[src/rtl/peirq_params.svh]
`ifndef PEIRQ_PARAMS_SVH
`define PEIRQ_PARAMS_SVH

// ==========================================================
// Register byte addresses
`define PEIRQ_ADDR_RISE 32'h4004c01c
`define PEIRQ_ADDR_FALL 32'h4004c020
`define PEIRQ_ADDR_STAT 32'h4004c024
`define PEIRQ_ADDR_MODE 32'h4004c030
`define PEIRQ_ADDR_ENR 32'h4004c034
`define PEIRQ_ADDR_ENF 32'h4004c038
`define PEIRQ_ADDR_MASK 32'h4004c03c

// ==========================================================
// Field layout and reset values
`define PEIRQ_CHANS 8
`define PEIRQ_FLAG_LSB 0
`define PEIRQ_FLAGS_RST 8'h00
`define PEIRQ_CFG_RST 8'h00
`define PEIRQ_MASK_RST 8'h00
`define PEIRQ_RDATA_RST 32'h0000_0000
`define PEIRQ_RDATA_PAD 24'h00_0000
`define PEIRQ_HTRANS_ACTIVE_BIT 1
`define PEIRQ_HRESP_OKAY 1'b0

`endif

[src/rtl/peirq_pkg.sv]
`include "peirq_params.svh"

package peirq_pkg;

	typedef logic [`PEIRQ_CHANS-1:0] peirq_chan_type;

	// Per-channel configuration kept by software.
	typedef struct packed {
		peirq_chan_type sense_kind;
		peirq_chan_type rise_or_level_enable;
		peirq_chan_type fall_enable_or_polarity;
	} peirq_cfg_type;

	// Address phase captured for the following data phase.
	typedef struct packed {
		logic [31:0] addr;
		logic write;
	} peirq_bus_cmd_type;

	typedef enum logic [1:0] {
		PH_IDLE,
		PH_WRITE,
		PH_READ
	} peirq_phase_type;

endpackage

[src/rtl/peirq_top.sv]
// Added by the designer: the AHB-Lite register port.
`include "peirq_params.svh"

module peirq_top (
	input wire logic REF_CLK,
	input wire logic RST_B,
	input wire logic [`PEIRQ_CHANS-1:0] PIN_IN,
	input wire logic HSEL,
	input wire logic [31:0] HADDR,
	input wire logic [1:0] HTRANS,
	input wire logic HWRITE,
	input wire logic [2:0] HSIZE,
	input wire logic [31:0] HWDATA,
	input wire logic HREADY,
	output logic [31:0] HRDATA,
	output logic HREADYOUT,
	output logic HRESP,
	output logic IRQ,
	output logic [`PEIRQ_CHANS-1:0] CHAN_REQ
);

	// ==========================================================
	// Storage

	logic [`PEIRQ_CHANS-1:0] pin_r;
	logic [`PEIRQ_CHANS-1:0] pin_d_r;
	logic armed_r;
	logic [`PEIRQ_CHANS-1:0] rise_r;
	logic [`PEIRQ_CHANS-1:0] fall_r;
	logic [`PEIRQ_CHANS-1:0] mask_r;
	logic [`PEIRQ_CHANS-1:0] req_r;
	logic [31:0] hrdata_r;
	logic hreadyout_r;
	logic hresp_r;
	logic irq_r;
	peirq_pkg::peirq_cfg_type cfg_r;
	peirq_pkg::peirq_bus_cmd_type cmd_r;
	peirq_pkg::peirq_phase_type phase_r;

	// ==========================================================
	// Bus decode

	// HSIZE is not checked: only whole-word transfers reach this slave.
	wire addr_take;
	wire wr_now;
	wire rd_now;
	wire hit_rise;
	wire hit_fall;
	wire hit_stat;
	wire hit_mode;
	wire hit_enr;
	wire hit_enf;
	wire hit_mask;
	wire [`PEIRQ_CHANS-1:0] wdata8;

	assign addr_take = HSEL & HREADY & HTRANS[`PEIRQ_HTRANS_ACTIVE_BIT];
	assign wr_now = (phase_r == peirq_pkg::PH_WRITE);
	assign rd_now = (phase_r == peirq_pkg::PH_READ);
	assign hit_rise = (cmd_r.addr == `PEIRQ_ADDR_RISE);
	assign hit_fall = (cmd_r.addr == `PEIRQ_ADDR_FALL);
	assign hit_stat = (cmd_r.addr == `PEIRQ_ADDR_STAT);
	assign hit_mode = (cmd_r.addr == `PEIRQ_ADDR_MODE);
	assign hit_enr = (cmd_r.addr == `PEIRQ_ADDR_ENR);
	assign hit_enf = (cmd_r.addr == `PEIRQ_ADDR_ENF);
	assign hit_mask = (cmd_r.addr == `PEIRQ_ADDR_MASK);
	assign wdata8 = HWDATA[`PEIRQ_CHANS-1:`PEIRQ_FLAG_LSB];

	wire wr_rise = wr_now & hit_rise;
	wire wr_fall = wr_now & hit_fall;
	wire wr_stat = wr_now & hit_stat;

	peirq_pkg::peirq_phase_type phase_nxt;
	assign phase_nxt = !addr_take ? peirq_pkg::PH_IDLE :
		(HWRITE ? peirq_pkg::PH_WRITE : peirq_pkg::PH_READ);

	// Reads insert one wait state so that a write in the previous data phase
	// is always visible; writes complete with no wait.
	wire hreadyout_nxt = !(addr_take & !HWRITE);

	// ==========================================================
	// Edge detection

	// The first sample after reset only primes the history, so a pin that is
	// already high is not mistaken for a rising edge.
	wire [`PEIRQ_CHANS-1:0] rise_evt;
	wire [`PEIRQ_CHANS-1:0] fall_evt;
	assign rise_evt = armed_r ? (pin_r & ~pin_d_r) : `PEIRQ_FLAGS_RST;
	assign fall_evt = armed_r ? (~pin_r & pin_d_r) : `PEIRQ_FLAGS_RST;

	wire [`PEIRQ_CHANS-1:0] mode;
	wire [`PEIRQ_CHANS-1:0] enr;
	wire [`PEIRQ_CHANS-1:0] enf;
	assign mode = cfg_r.sense_kind;
	assign enr = cfg_r.rise_or_level_enable;
	assign enf = cfg_r.fall_enable_or_polarity;

	// A status write clears the edge channels and flips the active level of the level channels whose bits it writes as ones.
	wire [`PEIRQ_CHANS-1:0] stat_edge_clr;
	assign stat_edge_clr = wr_stat ? (wdata8 & ~mode) : `PEIRQ_FLAGS_RST;

	wire [`PEIRQ_CHANS-1:0] rise_clr;
	wire [`PEIRQ_CHANS-1:0] fall_clr;
	assign rise_clr = (wr_rise ? wdata8 : `PEIRQ_FLAGS_RST) | stat_edge_clr;
	assign fall_clr = (wr_fall ? wdata8 : `PEIRQ_FLAGS_RST) | stat_edge_clr;

	// A new edge in the clearing cycle wins, so no event is lost.
	wire [`PEIRQ_CHANS-1:0] rise_nxt;
	wire [`PEIRQ_CHANS-1:0] fall_nxt;
	assign rise_nxt = (rise_r & ~rise_clr) | rise_evt;
	assign fall_nxt = (fall_r & ~fall_clr) | fall_evt;

	// ==========================================================
	// Configuration

	peirq_pkg::peirq_cfg_type cfg_nxt;
	assign cfg_nxt.sense_kind = (wr_now & hit_mode) ? wdata8 : mode;
	assign cfg_nxt.rise_or_level_enable = (wr_now & hit_enr) ? wdata8 : enr;
	assign cfg_nxt.fall_enable_or_polarity = (wr_now & hit_enf) ? wdata8 :
		(wr_stat ? (enf ^ (wdata8 & mode)) : enf);

	wire [`PEIRQ_CHANS-1:0] mask_nxt;
	assign mask_nxt = (wr_now & hit_mask) ? wdata8 : mask_r;

	// ==========================================================
	// Request generation

	wire [`PEIRQ_CHANS-1:0] edge_req;
	wire [`PEIRQ_CHANS-1:0] level_req;
	wire [`PEIRQ_CHANS-1:0] req_now;
	assign edge_req = ~mode & ((rise_r & enr) | (fall_r & enf));
	assign level_req = mode & enr & ~(pin_r ^ enf);
	assign req_now = edge_req | level_req;

	wire irq_nxt = |(req_now & mask_r);

	// ==========================================================
	// Read data

	wire [`PEIRQ_CHANS-1:0] rd_sel;
	assign rd_sel = hit_rise ? rise_r :
		hit_fall ? fall_r :
		hit_stat ? req_now :
		hit_mode ? mode :
		hit_enr ? enr :
		hit_enf ? enf :
		hit_mask ? mask_r :
		`PEIRQ_FLAGS_RST;

	wire [31:0] hrdata_nxt;
	assign hrdata_nxt = rd_now ? {`PEIRQ_RDATA_PAD, rd_sel} : hrdata_r;

	// ==========================================================
	// Flip-flops

	always_ff @(posedge REF_CLK) begin
		if (!RST_B) begin
			pin_r <= `PEIRQ_FLAGS_RST;
			pin_d_r <= `PEIRQ_FLAGS_RST;
			armed_r <= 1'b0;
		end else begin
			pin_r <= PIN_IN;
			// Until armed, the history takes the pin itself, so a level held across reset is no edge.
			pin_d_r <= armed_r ? pin_r : PIN_IN;
			armed_r <= 1'b1;
		end
	end

	always_ff @(posedge REF_CLK) begin
		if (!RST_B) begin
			rise_r <= `PEIRQ_FLAGS_RST;
			fall_r <= `PEIRQ_FLAGS_RST;
			req_r <= `PEIRQ_FLAGS_RST;
			irq_r <= 1'b0;
		end else begin
			rise_r <= rise_nxt;
			fall_r <= fall_nxt;
			req_r <= req_now;
			irq_r <= irq_nxt;
		end
	end

	always_ff @(posedge REF_CLK) begin
		if (!RST_B) begin
			cfg_r <= {`PEIRQ_CFG_RST, `PEIRQ_CFG_RST, `PEIRQ_CFG_RST};
			mask_r <= `PEIRQ_MASK_RST;
		end else begin
			cfg_r <= cfg_nxt;
			mask_r <= mask_nxt;
		end
	end

	always_ff @(posedge REF_CLK) begin
		if (!RST_B) begin
			phase_r <= peirq_pkg::PH_IDLE;
			cmd_r <= '0;
			hrdata_r <= `PEIRQ_RDATA_RST;
			hreadyout_r <= 1'b1;
			hresp_r <= `PEIRQ_HRESP_OKAY;
		end else begin
			phase_r <= phase_nxt;
			if (addr_take) begin
				cmd_r <= '{addr: HADDR, write: HWRITE};
			end
			hrdata_r <= hrdata_nxt;
			hreadyout_r <= hreadyout_nxt;
			hresp_r <= `PEIRQ_HRESP_OKAY;
		end
	end

	assign HRDATA = hrdata_r;
	assign HREADYOUT = hreadyout_r;
	assign HRESP = hresp_r;
	assign IRQ = irq_r;
	assign CHAN_REQ = req_r;
endmodule

[config.mk]
export PLATFORM = sky130hd
export DESIGN_NAME = peirq_top
export DESIGN_NICKNAME = d
export VERILOG_FILES = /design/src/rtl/peirq_pkg.sv /design/src/rtl/peirq_top.sv
export VERILOG_INCLUDE_DIRS = /design/src /design/src/rtl
export SDC_FILE = /design/constraint.sdc
export NUM_CORES = 1
export LEC_CHECK = 0
export CORE_ASPECT_RATIO = 2
export CORE_MARGIN = 2
export CORE_UTILIZATION = 25
export CTS_BUF_LIST = sky130_fd_sc_hd__clkbuf_8
export DETAILED_ROUTE_END_ITERATION = 16
export DONT_BUFFER_PORTS = 1
export HOLD_SLACK_MARGIN = 0.03
export PLACE_DENSITY_LB_ADDON = 0.25
export SYNTH_ARGS = -nofsm -noshare
export SYNTH_HDL_FRONTEND = slang
export SYNTH_SLANG_ARGS = --single-unit
[constraint.sdc]
create_clock -name REF_CLK -period 3.5 [get_ports REF_CLK]
set_input_delay 0.175 -clock REF_CLK [delete_from_list [all_inputs] [get_ports REF_CLK]]
set_output_delay 0.175 -clock REF_CLK [all_outputs]
set_load 0.005 [all_outputs]
==> impl_metrics.ini, run 1 <==
[outcome]
status = finished clean

[pwr]
power_density_nw_per_um2 = 437.3
p_leak_nw = 2.513
ir_drop_mv = 0.3393
finalPower_mw = 2.960

[critical_path]
cp_common_cell = or4_4
end_kind = flip-flop
required_ns = 3.84
cp_cell_sequence = or4_4 > or4_4 > nor3_1 > nand3_1 > o21ai_0 > a31oi_1 > dlygate4sd3_1
crit_slowest_cell = dlygate4sd3_1
start_kind = flip-flop
crit_path_start = cmd_r[10]
crit_buf_inv = 1
crit_family = simple AND/OR/NAND/NOR gates
path_max_fanout = 5
cp_slowest_stage_delay_ns = 0.58
worstPathArrival_ns = 3.57
path_class = reg2reg
reg2reg_from = cmd_r[10]

[global_route]
grt.total_usage_pct = 15.78
grt_start_max_net_pins = 51
grt_pass1_wl_um = 27340
antenna_found_initial = 1
grt_pass1_vias = 4905
grt-ovfl-total = 0

[flow_run]
cap_violations = 0

[place]
dpl_worst_slack_ns = 0.8125
place.gp.congestion = 0.8684
hpwl_um = 12760
dpl_cell_area_um2 = 5743
dp_cells = 924
portBuffers = 0

[sta]
whs_ns = 0.08093
period_share_pct = 92.44
layout_setup_ws_ns = 0.2647
setup_viol = 0
max_freq_ghz = 0.3091
max_slew_margin_pct = 23.72
tightest_slew_ns = 1.144
timing.setup.tns_ns = 0
drv_slew = 0
finalHoldViolCount = 0
rsz0062_at_grt = no
skew_ns = 0.01259
post-route-min-period_ns = 3.235

[clock_network]
post_cts_buffers = 0
clk_pin_slew_ns = 0.07
cts_resized = 0
clkLatencyLatePin_ns = 0.46
cts_max_path_buffers = 2
cts_buffers = 17
cts_tree = yes
clock-sinks = 117
htreeDepth = 4
hold_buffers = 58
clock-root-buffer = clkbuf_8

[yosys]
synthCells = 683
synthTopCellsByCount = dfxtp_1, nand2_1, o21ai_0, a21oi_1, nor2_1
synth_cell_types = 49
synth_top_area_share_pct = 41.80
ys_ff_latch = 117
syn_area_per_cell_um2 = 8.205
ys.warnings.count = 0
syn_area_um2 = 5604
synth_area_leaders = dfxtp_1, nand2_1, mux2i_1, o21ai_0, a21oi_1
synthFlopType = dfxtp_1
yosysMostFrequentCell = dfxtp_1
synth_edf_count = 0
yosysSeqAreaShare_pct = 41.80
synth_area_leader_cell = dfxtp_1
synthArstFlopShare_pct = 0

[floorplanning]
num_rows = 77
io-pin-count = 125
die_width_um = 109.9
die_h_um = 215.7
die_area_um2 = 23700
start_util_pct = 25.40
core_area_um2 = 22060

[detailed_routing]
drtPass1Iterations = 5
vias = 4986
ant_nets = 0
drt_iter0_markers = 210
wl_per_cell_um = 17.51
wl_um = 17760
drc = 0
vias_per_cell = 4.917

[cells_and_area]
drive_above_1_share_pct = 8.412
fin_nets = 807
stdcell_count = 1014
fillerInstances = 2355
fin_util_pct = 30.68
syn2layout_area_growth_pct = 20.79
design_area_um2 = 6769

[hold_path]
hp-class = in2reg
min_from = RST_B
## report_power, final
part	leakage (nW)	switching, mW	internal (mW)
registers	0.951	0.0328	1.36
clock network	0.229	0.550	0.820
logic	1.33	0.103	0.0901
total	2.51	0.686	2.27
## flip-flops by register name, indices dropped and copies added (netlist names)
register / flops
CHAN_REQ: 8
HRDATA: 8
HREADYOUT: 1
IRQ: 1
armed_r: 1
cmd_r: 32
enf: 8
enr: 8
fall_r: 8
mask_r: 8
mode: 8
phase_r: 2
pin_d_r: 8
pin_r: 8
rise_r: 8
## tightest hold or removal path, stage by stage
cell and delay [ns]:
nand2_1 0.12, a211o_1 0.12, o21ai_0 0.07
## routing by layer
metal / GRT usage (%) / up-vias / part of all wire (%) / wire, µm
met1: 14.94 / 2350 / 34 / 6073
met2: 28.79 / 153 / 55 / 9805
met5: 0 / - / 0 / 0
li1: - / 2431 / - / -
met4: 10.51 / 0 / 5.5 / 982
met3: 3.805 / 52 / 5.1 / 898
## final cells by class
cell class	count	area (µm²)	area share, %
antenna	1	2.502	0.03697
timing repair buffer	71	688.2	10.17
tap	276	345.3	5.102
clock inverter	11	157.7	2.329
sequential	117	2342	34.60
multi-input combinational	502	2898	42.81
inverter	16	60.06	0.8872
clock buffer	20	275.3	4.067
## cell usage in the layout, fill, tap and decap left out, types with 3 or more instances in the layout
cell,synthesis,final
a32o_1,6,6
and3_1,4,4
a21o_1,3,3
nor3b_1,3,3
dlygate4sd3_1,0,57
nand3b_1,10,10
mux2i_1,31,31
a31oi_1,21,21
and4_1,3,3
nand3_1,32,32
nor4_1,3,3
a22o_1,7,7
dfxtp_1,117,117
conb_1,1,25
o21ai_0,53,53
and2_1,16,16
a21oi_1,51,51
inv_1,15,18
nand4_1,5,5
bufinv_16,0,4
or2_2,3,3
nand2b_1,17,17
clkbuf_8,0,20
o22ai_1,7,7
nor2_1,38,38
nand4b_1,10,10
nand2_1,107,107
nor2b_1,10,10
nor3_1,4,4
or3_1,4,4
nor4_4,3,3
mux2_2,6,6
buf_4,25,13
## worst paths after layout
| check | end | slack [ns] | depth (start not counted) |
|---|---|---|---|
| max | fall_r[1] | 0.26 | 7 |
| min | HRDATA[5] | 0.08 | 3 |
| max reg2reg | fall_r[1] | 0.26 | 7 |
| min reg2reg | cmd_r[31] | 0.46 | 2 |
## kinds of logic after synthesis
| logic type | Yosys count | synth area share (%) |
|---|---|---|
| AO/OA/AOI/OAI | 158 | 16.59 |
| buffers and inverters | 88 | 8.104 |
| flip-flops | 117 | 41.80 |
| multiplexers | 38 | 7.144 |
| other | 1 | 0.06691 |
| AND/OR/NAND/NOR | 281 | 26.30 |
No activity file was read; power rests on OpenSTA's default activity.
==> run 2, diff against run 1 <==
--- a/config.mk
+++ b/config.mk
@@ -13,7 +13,7 @@
 export DETAILED_ROUTE_END_ITERATION = 16
 export DONT_BUFFER_PORTS = 1
 export HOLD_SLACK_MARGIN = 0.03
-export PLACE_DENSITY_LB_ADDON = 0.25
+export PLACE_DENSITY = 0.35
 export SYNTH_ARGS = -nofsm -noshare
 export SYNTH_HDL_FRONTEND = slang
 export SYNTH_SLANG_ARGS = --single-unit
==> constraint.sdc (replaced) <==
create_clock -name REF_CLK -period 3.5 [get_ports REF_CLK]
set_input_delay 0.525 -clock REF_CLK [delete_from_list [all_inputs] [get_ports REF_CLK]]
set_output_delay 0.525 -clock REF_CLK [all_outputs]
set_load 0.005 [all_outputs]
==> impl_metrics.ini, run 2 (synthesized netlist as in run 1, its figures left out) <==
[cells_and_area]
fin_nets = 751
largest_reg_flops = 32
final_common_cell = dfxtp_1
stdcell_count = 960
syn2layout_area_growth_pct = 10.72
fillerInstances = 2379
design_area_um2 = 6205
drive_above_1_share_pct = 9.238
multiInputGateArea_um2 = 2898
final-seq-area_um2 = 2342
final_cell_mix = dfxtp_1, nand2_1, o21ai_0
top_register = cmd_r

[sta]
tightest_slew_ns = 1.093
whs_ns = 0.1418
timing.setup.tns_ns = 0
skew_ns = 0.01020
setup_viol = 0
finalHoldViolCount = 0
max_slew_margin_pct = 27.13
post-route-min-period_ns = 2.717
period_share_pct = 77.64
rsz0062_at_grt = no
max_freq_ghz = 0.3680
drv_slew = 0

[clock_network]
clk_pin_slew_ns = 0.08
clock-root-buffer = clkbuf_8
clkLatencyLatePin_ns = 0.47
post_cts_buffers = 0
cts_max_path_buffers = 2
cts_buffers = 17
htreeDepth = 4
cts_tree = yes
clock-sinks = 117

[detailed_routing]
met3_length_um = 878
wl_met2_um = 10490
drtPass1Iterations = 5
drt_iter0_markers = 247
vias_per_cell = 5.004
dr.max_layer_used = met4
wl_per_cell_um = 19.96
vias = 4804
wl_met1_um = 6449
ant_nets = 0
drc = 0
wl_um = 19160

[place]
portBuffers = 0
dpl_cell_area_um2 = 5751
dp_cells = 925
hpwl_um = 14150
place.gp.congestion = 0.8678

[global_route]
antenna_found_initial = 1
grt_start_max_net_pins = 78
grt.total_usage_pct = 17.12
grt_pass1_vias = 4823
grt-ovfl-total = 0
grt_pass1_wl_um = 28820

[floorplanning]
start_util_pct = 25.40
die_area_um2 = 23700
io-pin-count = 125
core_area_um2 = 22060
die_width_um = 109.9
die_h_um = 215.7
num_rows = 77

[pwr]
ir_drop_mv = 0.2803
p_leak_nw = 2.269
power_density_nw_per_um2 = 476.2
finalPower_mw = 2.955

[hold_path]
hp-class = in2reg

[flow_run]
cap_violations = 0

[critical_path]
worstPathArrival_ns = 3.05
end_kind = flip-flop
start_kind = flip-flop
path_max_fanout = 8
path_class = reg2reg
required_ns = 3.83

[outcome]
status = finished clean
[run 2: critical path, cell delays in order (launching register included)]
cell and delay, ns:
dfxtp_1 0.31, or4_4 0.56, or4_4 0.50, nor4_4 0.43, nand3_2 0.45, mux2i_1 0.28, nor2_1 0.05
[run 2: worst paths after layout]
path | startpoint | end | slack, ns | depth (start not counted)
worst max-delay path | cmd_r[10] | enr[7] | 0.78 | 6
worst min-delay path | HWDATA[2] | fall_r[2] | 0.14 | 1
worst max register to register | cmd_r[10] | enr[7] | 0.78 | 6
worst min register to register | cmd_r[19] | cmd_r[19] | 0.46 | 2
[run 2: layout make-up]
type                            count  area share (%)
Clock inverter                     14           3.085
Inverter                           16          0.9679
Timing Repair Buffer               15           1.855
Antenna cell                        2         0.08066
Multi-Input combinational cell    502           46.70
Tap cell                          276           5.566
Clock buffer                       18           3.993
Sequential cell                   117           37.75
[run 2: what timing repair did]
action | in CTS | in global routing
endpoints found under the hold margin | 1 | 0
setup endpoints to repair | 0 | 0
hold buffers | 1 | 0
resized for setup | 0 | 0
[run 2: report_power, final]
part	total (mW)	switching [mW]	internal, mW
Clock	1.43	0.582	0.850
Combinational	0.131	0.0827	0.0481
Sequential	1.39	0.0292	1.36
Total	2.95	0.693	2.26
[run 2: layer usage]
metal	up-vias	track usage, %
met5	-	0
met4	0	13.00
met3	49	3.866
met2	162	30.94
met1	2272	15.95
li1	2321	-
[run 2: through the flow]
step | util (%) | worst slack [ns]
6_report | 28.12 | 0.7826
5_1_grt | 28.12 | 0.6348
4_1_cts | 28.10 | 0.7545
3_5_place_dp | 26.06 | 0.7626
3_3_place_gp | 26.06 | 0.7573
2_1_floorplan | - | 1.219
==> run 3, diff against run 2 <==
--- a/config.mk
+++ b/config.mk
@@ -13,7 +13,7 @@
 export DETAILED_ROUTE_END_ITERATION = 16
 export DONT_BUFFER_PORTS = 1
 export HOLD_SLACK_MARGIN = 0.03
-export PLACE_DENSITY = 0.35
+export PLACE_DENSITY = 0.37
 export SYNTH_ARGS = -nofsm -noshare
 export SYNTH_HDL_FRONTEND = slang
 export SYNTH_SLANG_ARGS = --single-unit
==> constraint.sdc (replaced) <==
create_clock -name REF_CLK -period 2.4 [get_ports REF_CLK]
set_input_delay 0.36 -clock REF_CLK [delete_from_list [all_inputs] [get_ports REF_CLK]]
set_output_delay 0.36 -clock REF_CLK [all_outputs]
set_load 0.005 [all_outputs]
==> impl_metrics.ini, run 3 (synthesized netlist as in run 1, its figures left out) <==
[critical_path]
reg2regPathDepth = 8
cp_slowest_stage_delay_ns = 0.54
reg2reg_from = cmd_r[10]
cp_cell_sequence = or4_4 > or4_4 > nor4_4 > buf_4 > nand3_4 > buf_6 > mux2i_1 > nor2_1
crit_buf_inv = 2
required_ns = 2.73
r2r_slack_ns = -0.06
end_kind = flip-flop
start_kind = flip-flop
cp_common_cell = or4_4
crit_family = simple AND/OR/NAND/NOR gates
path_max_fanout = 4
crit_path_start = cmd_r[10]
r2r-end = enr[2]
crit_slowest_cell = or4_4
path_class = reg2reg
worstPathArrival_ns = 2.80

[clock_network]
htreeDepth = 4
cts_tree = yes
cts_buffers = 17
clkLatencyLatePin_ns = 0.47
clk_pin_slew_ns = 0.08
cts_max_path_buffers = 2
clock-root-buffer = clkbuf_8
clock-sinks = 117

[detailed_routing]
dr.max_layer_used = met4
drtPass1Iterations = 5
wl_per_cell_um = 19.84
wl_met2_um = 11710
wl_um = 20490
drc = 0
vias_per_cell = 5.021
vias = 5187
ant_nets = 0
drt_iter0_markers = 285
met3_length_um = 855
wl_met1_um = 6219

[cells_and_area]
top_register = cmd_r
design_area_um2 = 6994
stdcell_count = 1033
final_cell_mix = dfxtp_1, nand2_1, a21oi_1
drive_above_1_share_pct = 15.21
multiInputGateArea_um2 = 3027
final-seq-area_um2 = 2344
fin_nets = 826
fin_util_pct = 31.70
fillerInstances = 2378
final_common_cell = dfxtp_1
largest_reg_flops = 32
syn2layout_area_growth_pct = 24.80

[global_route]
grt.total_usage_pct = 18.20
grt_start_max_net_pins = 78
grt-ovfl-total = 0
grt_pass1_vias = 5251
antenna_found_initial = 0
grt_pass1_wl_um = 30730

[place]
dpl_worst_slack_ns = -0.08162
place.gp.congestion = 0.8238
dpl_cell_area_um2 = 5936
hpwl_um = 14790
portBuffers = 0
dp_cells = 948

[sta]
drv_slew = 0
finalHoldViolCount = 0
timing.setup.tns_ns = -0.4728
period_share_pct = 102.6
rsz0062_at_grt = yes
skew_ns = 0.01362
tightest_slew_ns = 0.8741
max_freq_ghz = 0.4062
max_slew_margin_pct = 41.73
layout_setup_ws_ns = -0.06190
post-route-min-period_ns = 2.462
setup_viol = 18

[pwr]
p_leak_nw = 2.593
ir_drop_mv = 0.3307
power_density_nw_per_um2 = 582.7

[floorplanning]
die_area_um2 = 23700
die_width_um = 109.9
io-pin-count = 125
die_h_um = 215.7
start_util_pct = 25.40
num_rows = 77
core_area_um2 = 22060

[outcome]
violations = negative setup slack
status = finished, violations left

[hold_path]
min_from = HWDATA[6]
holdPathStages = 2
hold_end = enf[6]
hp-class = in2reg

[flow_run]
cap_violations = 0
-- run 3: cell types whose count changed in the layout (fill, tap and decap cells not counted), sizes merged --
cell / before / now
clkinv: 6 / 5
buf: 14 / 41
clkinvlp: 0 / 3
bufinv: 5 / 2
dlygate4sd3: 1 / 49
diode: 2 / 1
-- run 3: what timing repair did --
action | 4_1_cts | 5_1_grt
pin swaps | 2 | 9
setup endpoints to repair | 21 | 44
hold buffers | 50 | 0
hold endpoints to repair | 107 | 0
resized for setup | 5 | 36
buffers inserted | 1 | 2
-- run 3: worst max path at each step --
stage	cells after the start	to	slack (ns)
3_5_place_dp	7	mode[6]	-0.08
5_1_grt	7	mode[7]	-0.14
4_1_cts	7	mode[2]	-0.03
6_report	8	enr[2]	-0.06
2_1_floorplan	6	enr[0]	0.12
3_3_place_gp	7	mode[4]	-0.09
-- run 3: final cells by class --
class,count,area share (%)
sequential,117,33.51
inverter,16,0.8587
multi-input combinational,502,43.27
clock inverter,13,1.699
timing repair buffer,90,12.15
clock buffer,18,3.542
tap,276,4.937
antenna,1,0.03578
-- run 3: routing by layer --
layer / vias to the layer above / global-route usage, %
met3: 65 / 3.745
met2: 183 / 33.82
met4: 0 / 16.20
met5: - / 0
li1: 2477 / -
met1: 2462 / 15.27
-- run 3: stage by stage --
step / hold WS [ns] / total power [mW]
final: 0.07122 / 4.075
after global routing: 0.05062 / 4.255
after CTS: 0.03669 / 4.143
after detailed placement: 0.3925 / 2.278
after global placement: 0.3918 / 2.274
after floorplan: 0.3877 / 2.252
-- run 3: report_power, final --
part           internal (mW)  switching, mW  total [mW]
Combinational          0.134          0.160       0.294
Sequential              1.99         0.0455        2.03
Clock                  0.919          0.828        1.75
Total                   3.04           1.03        4.08
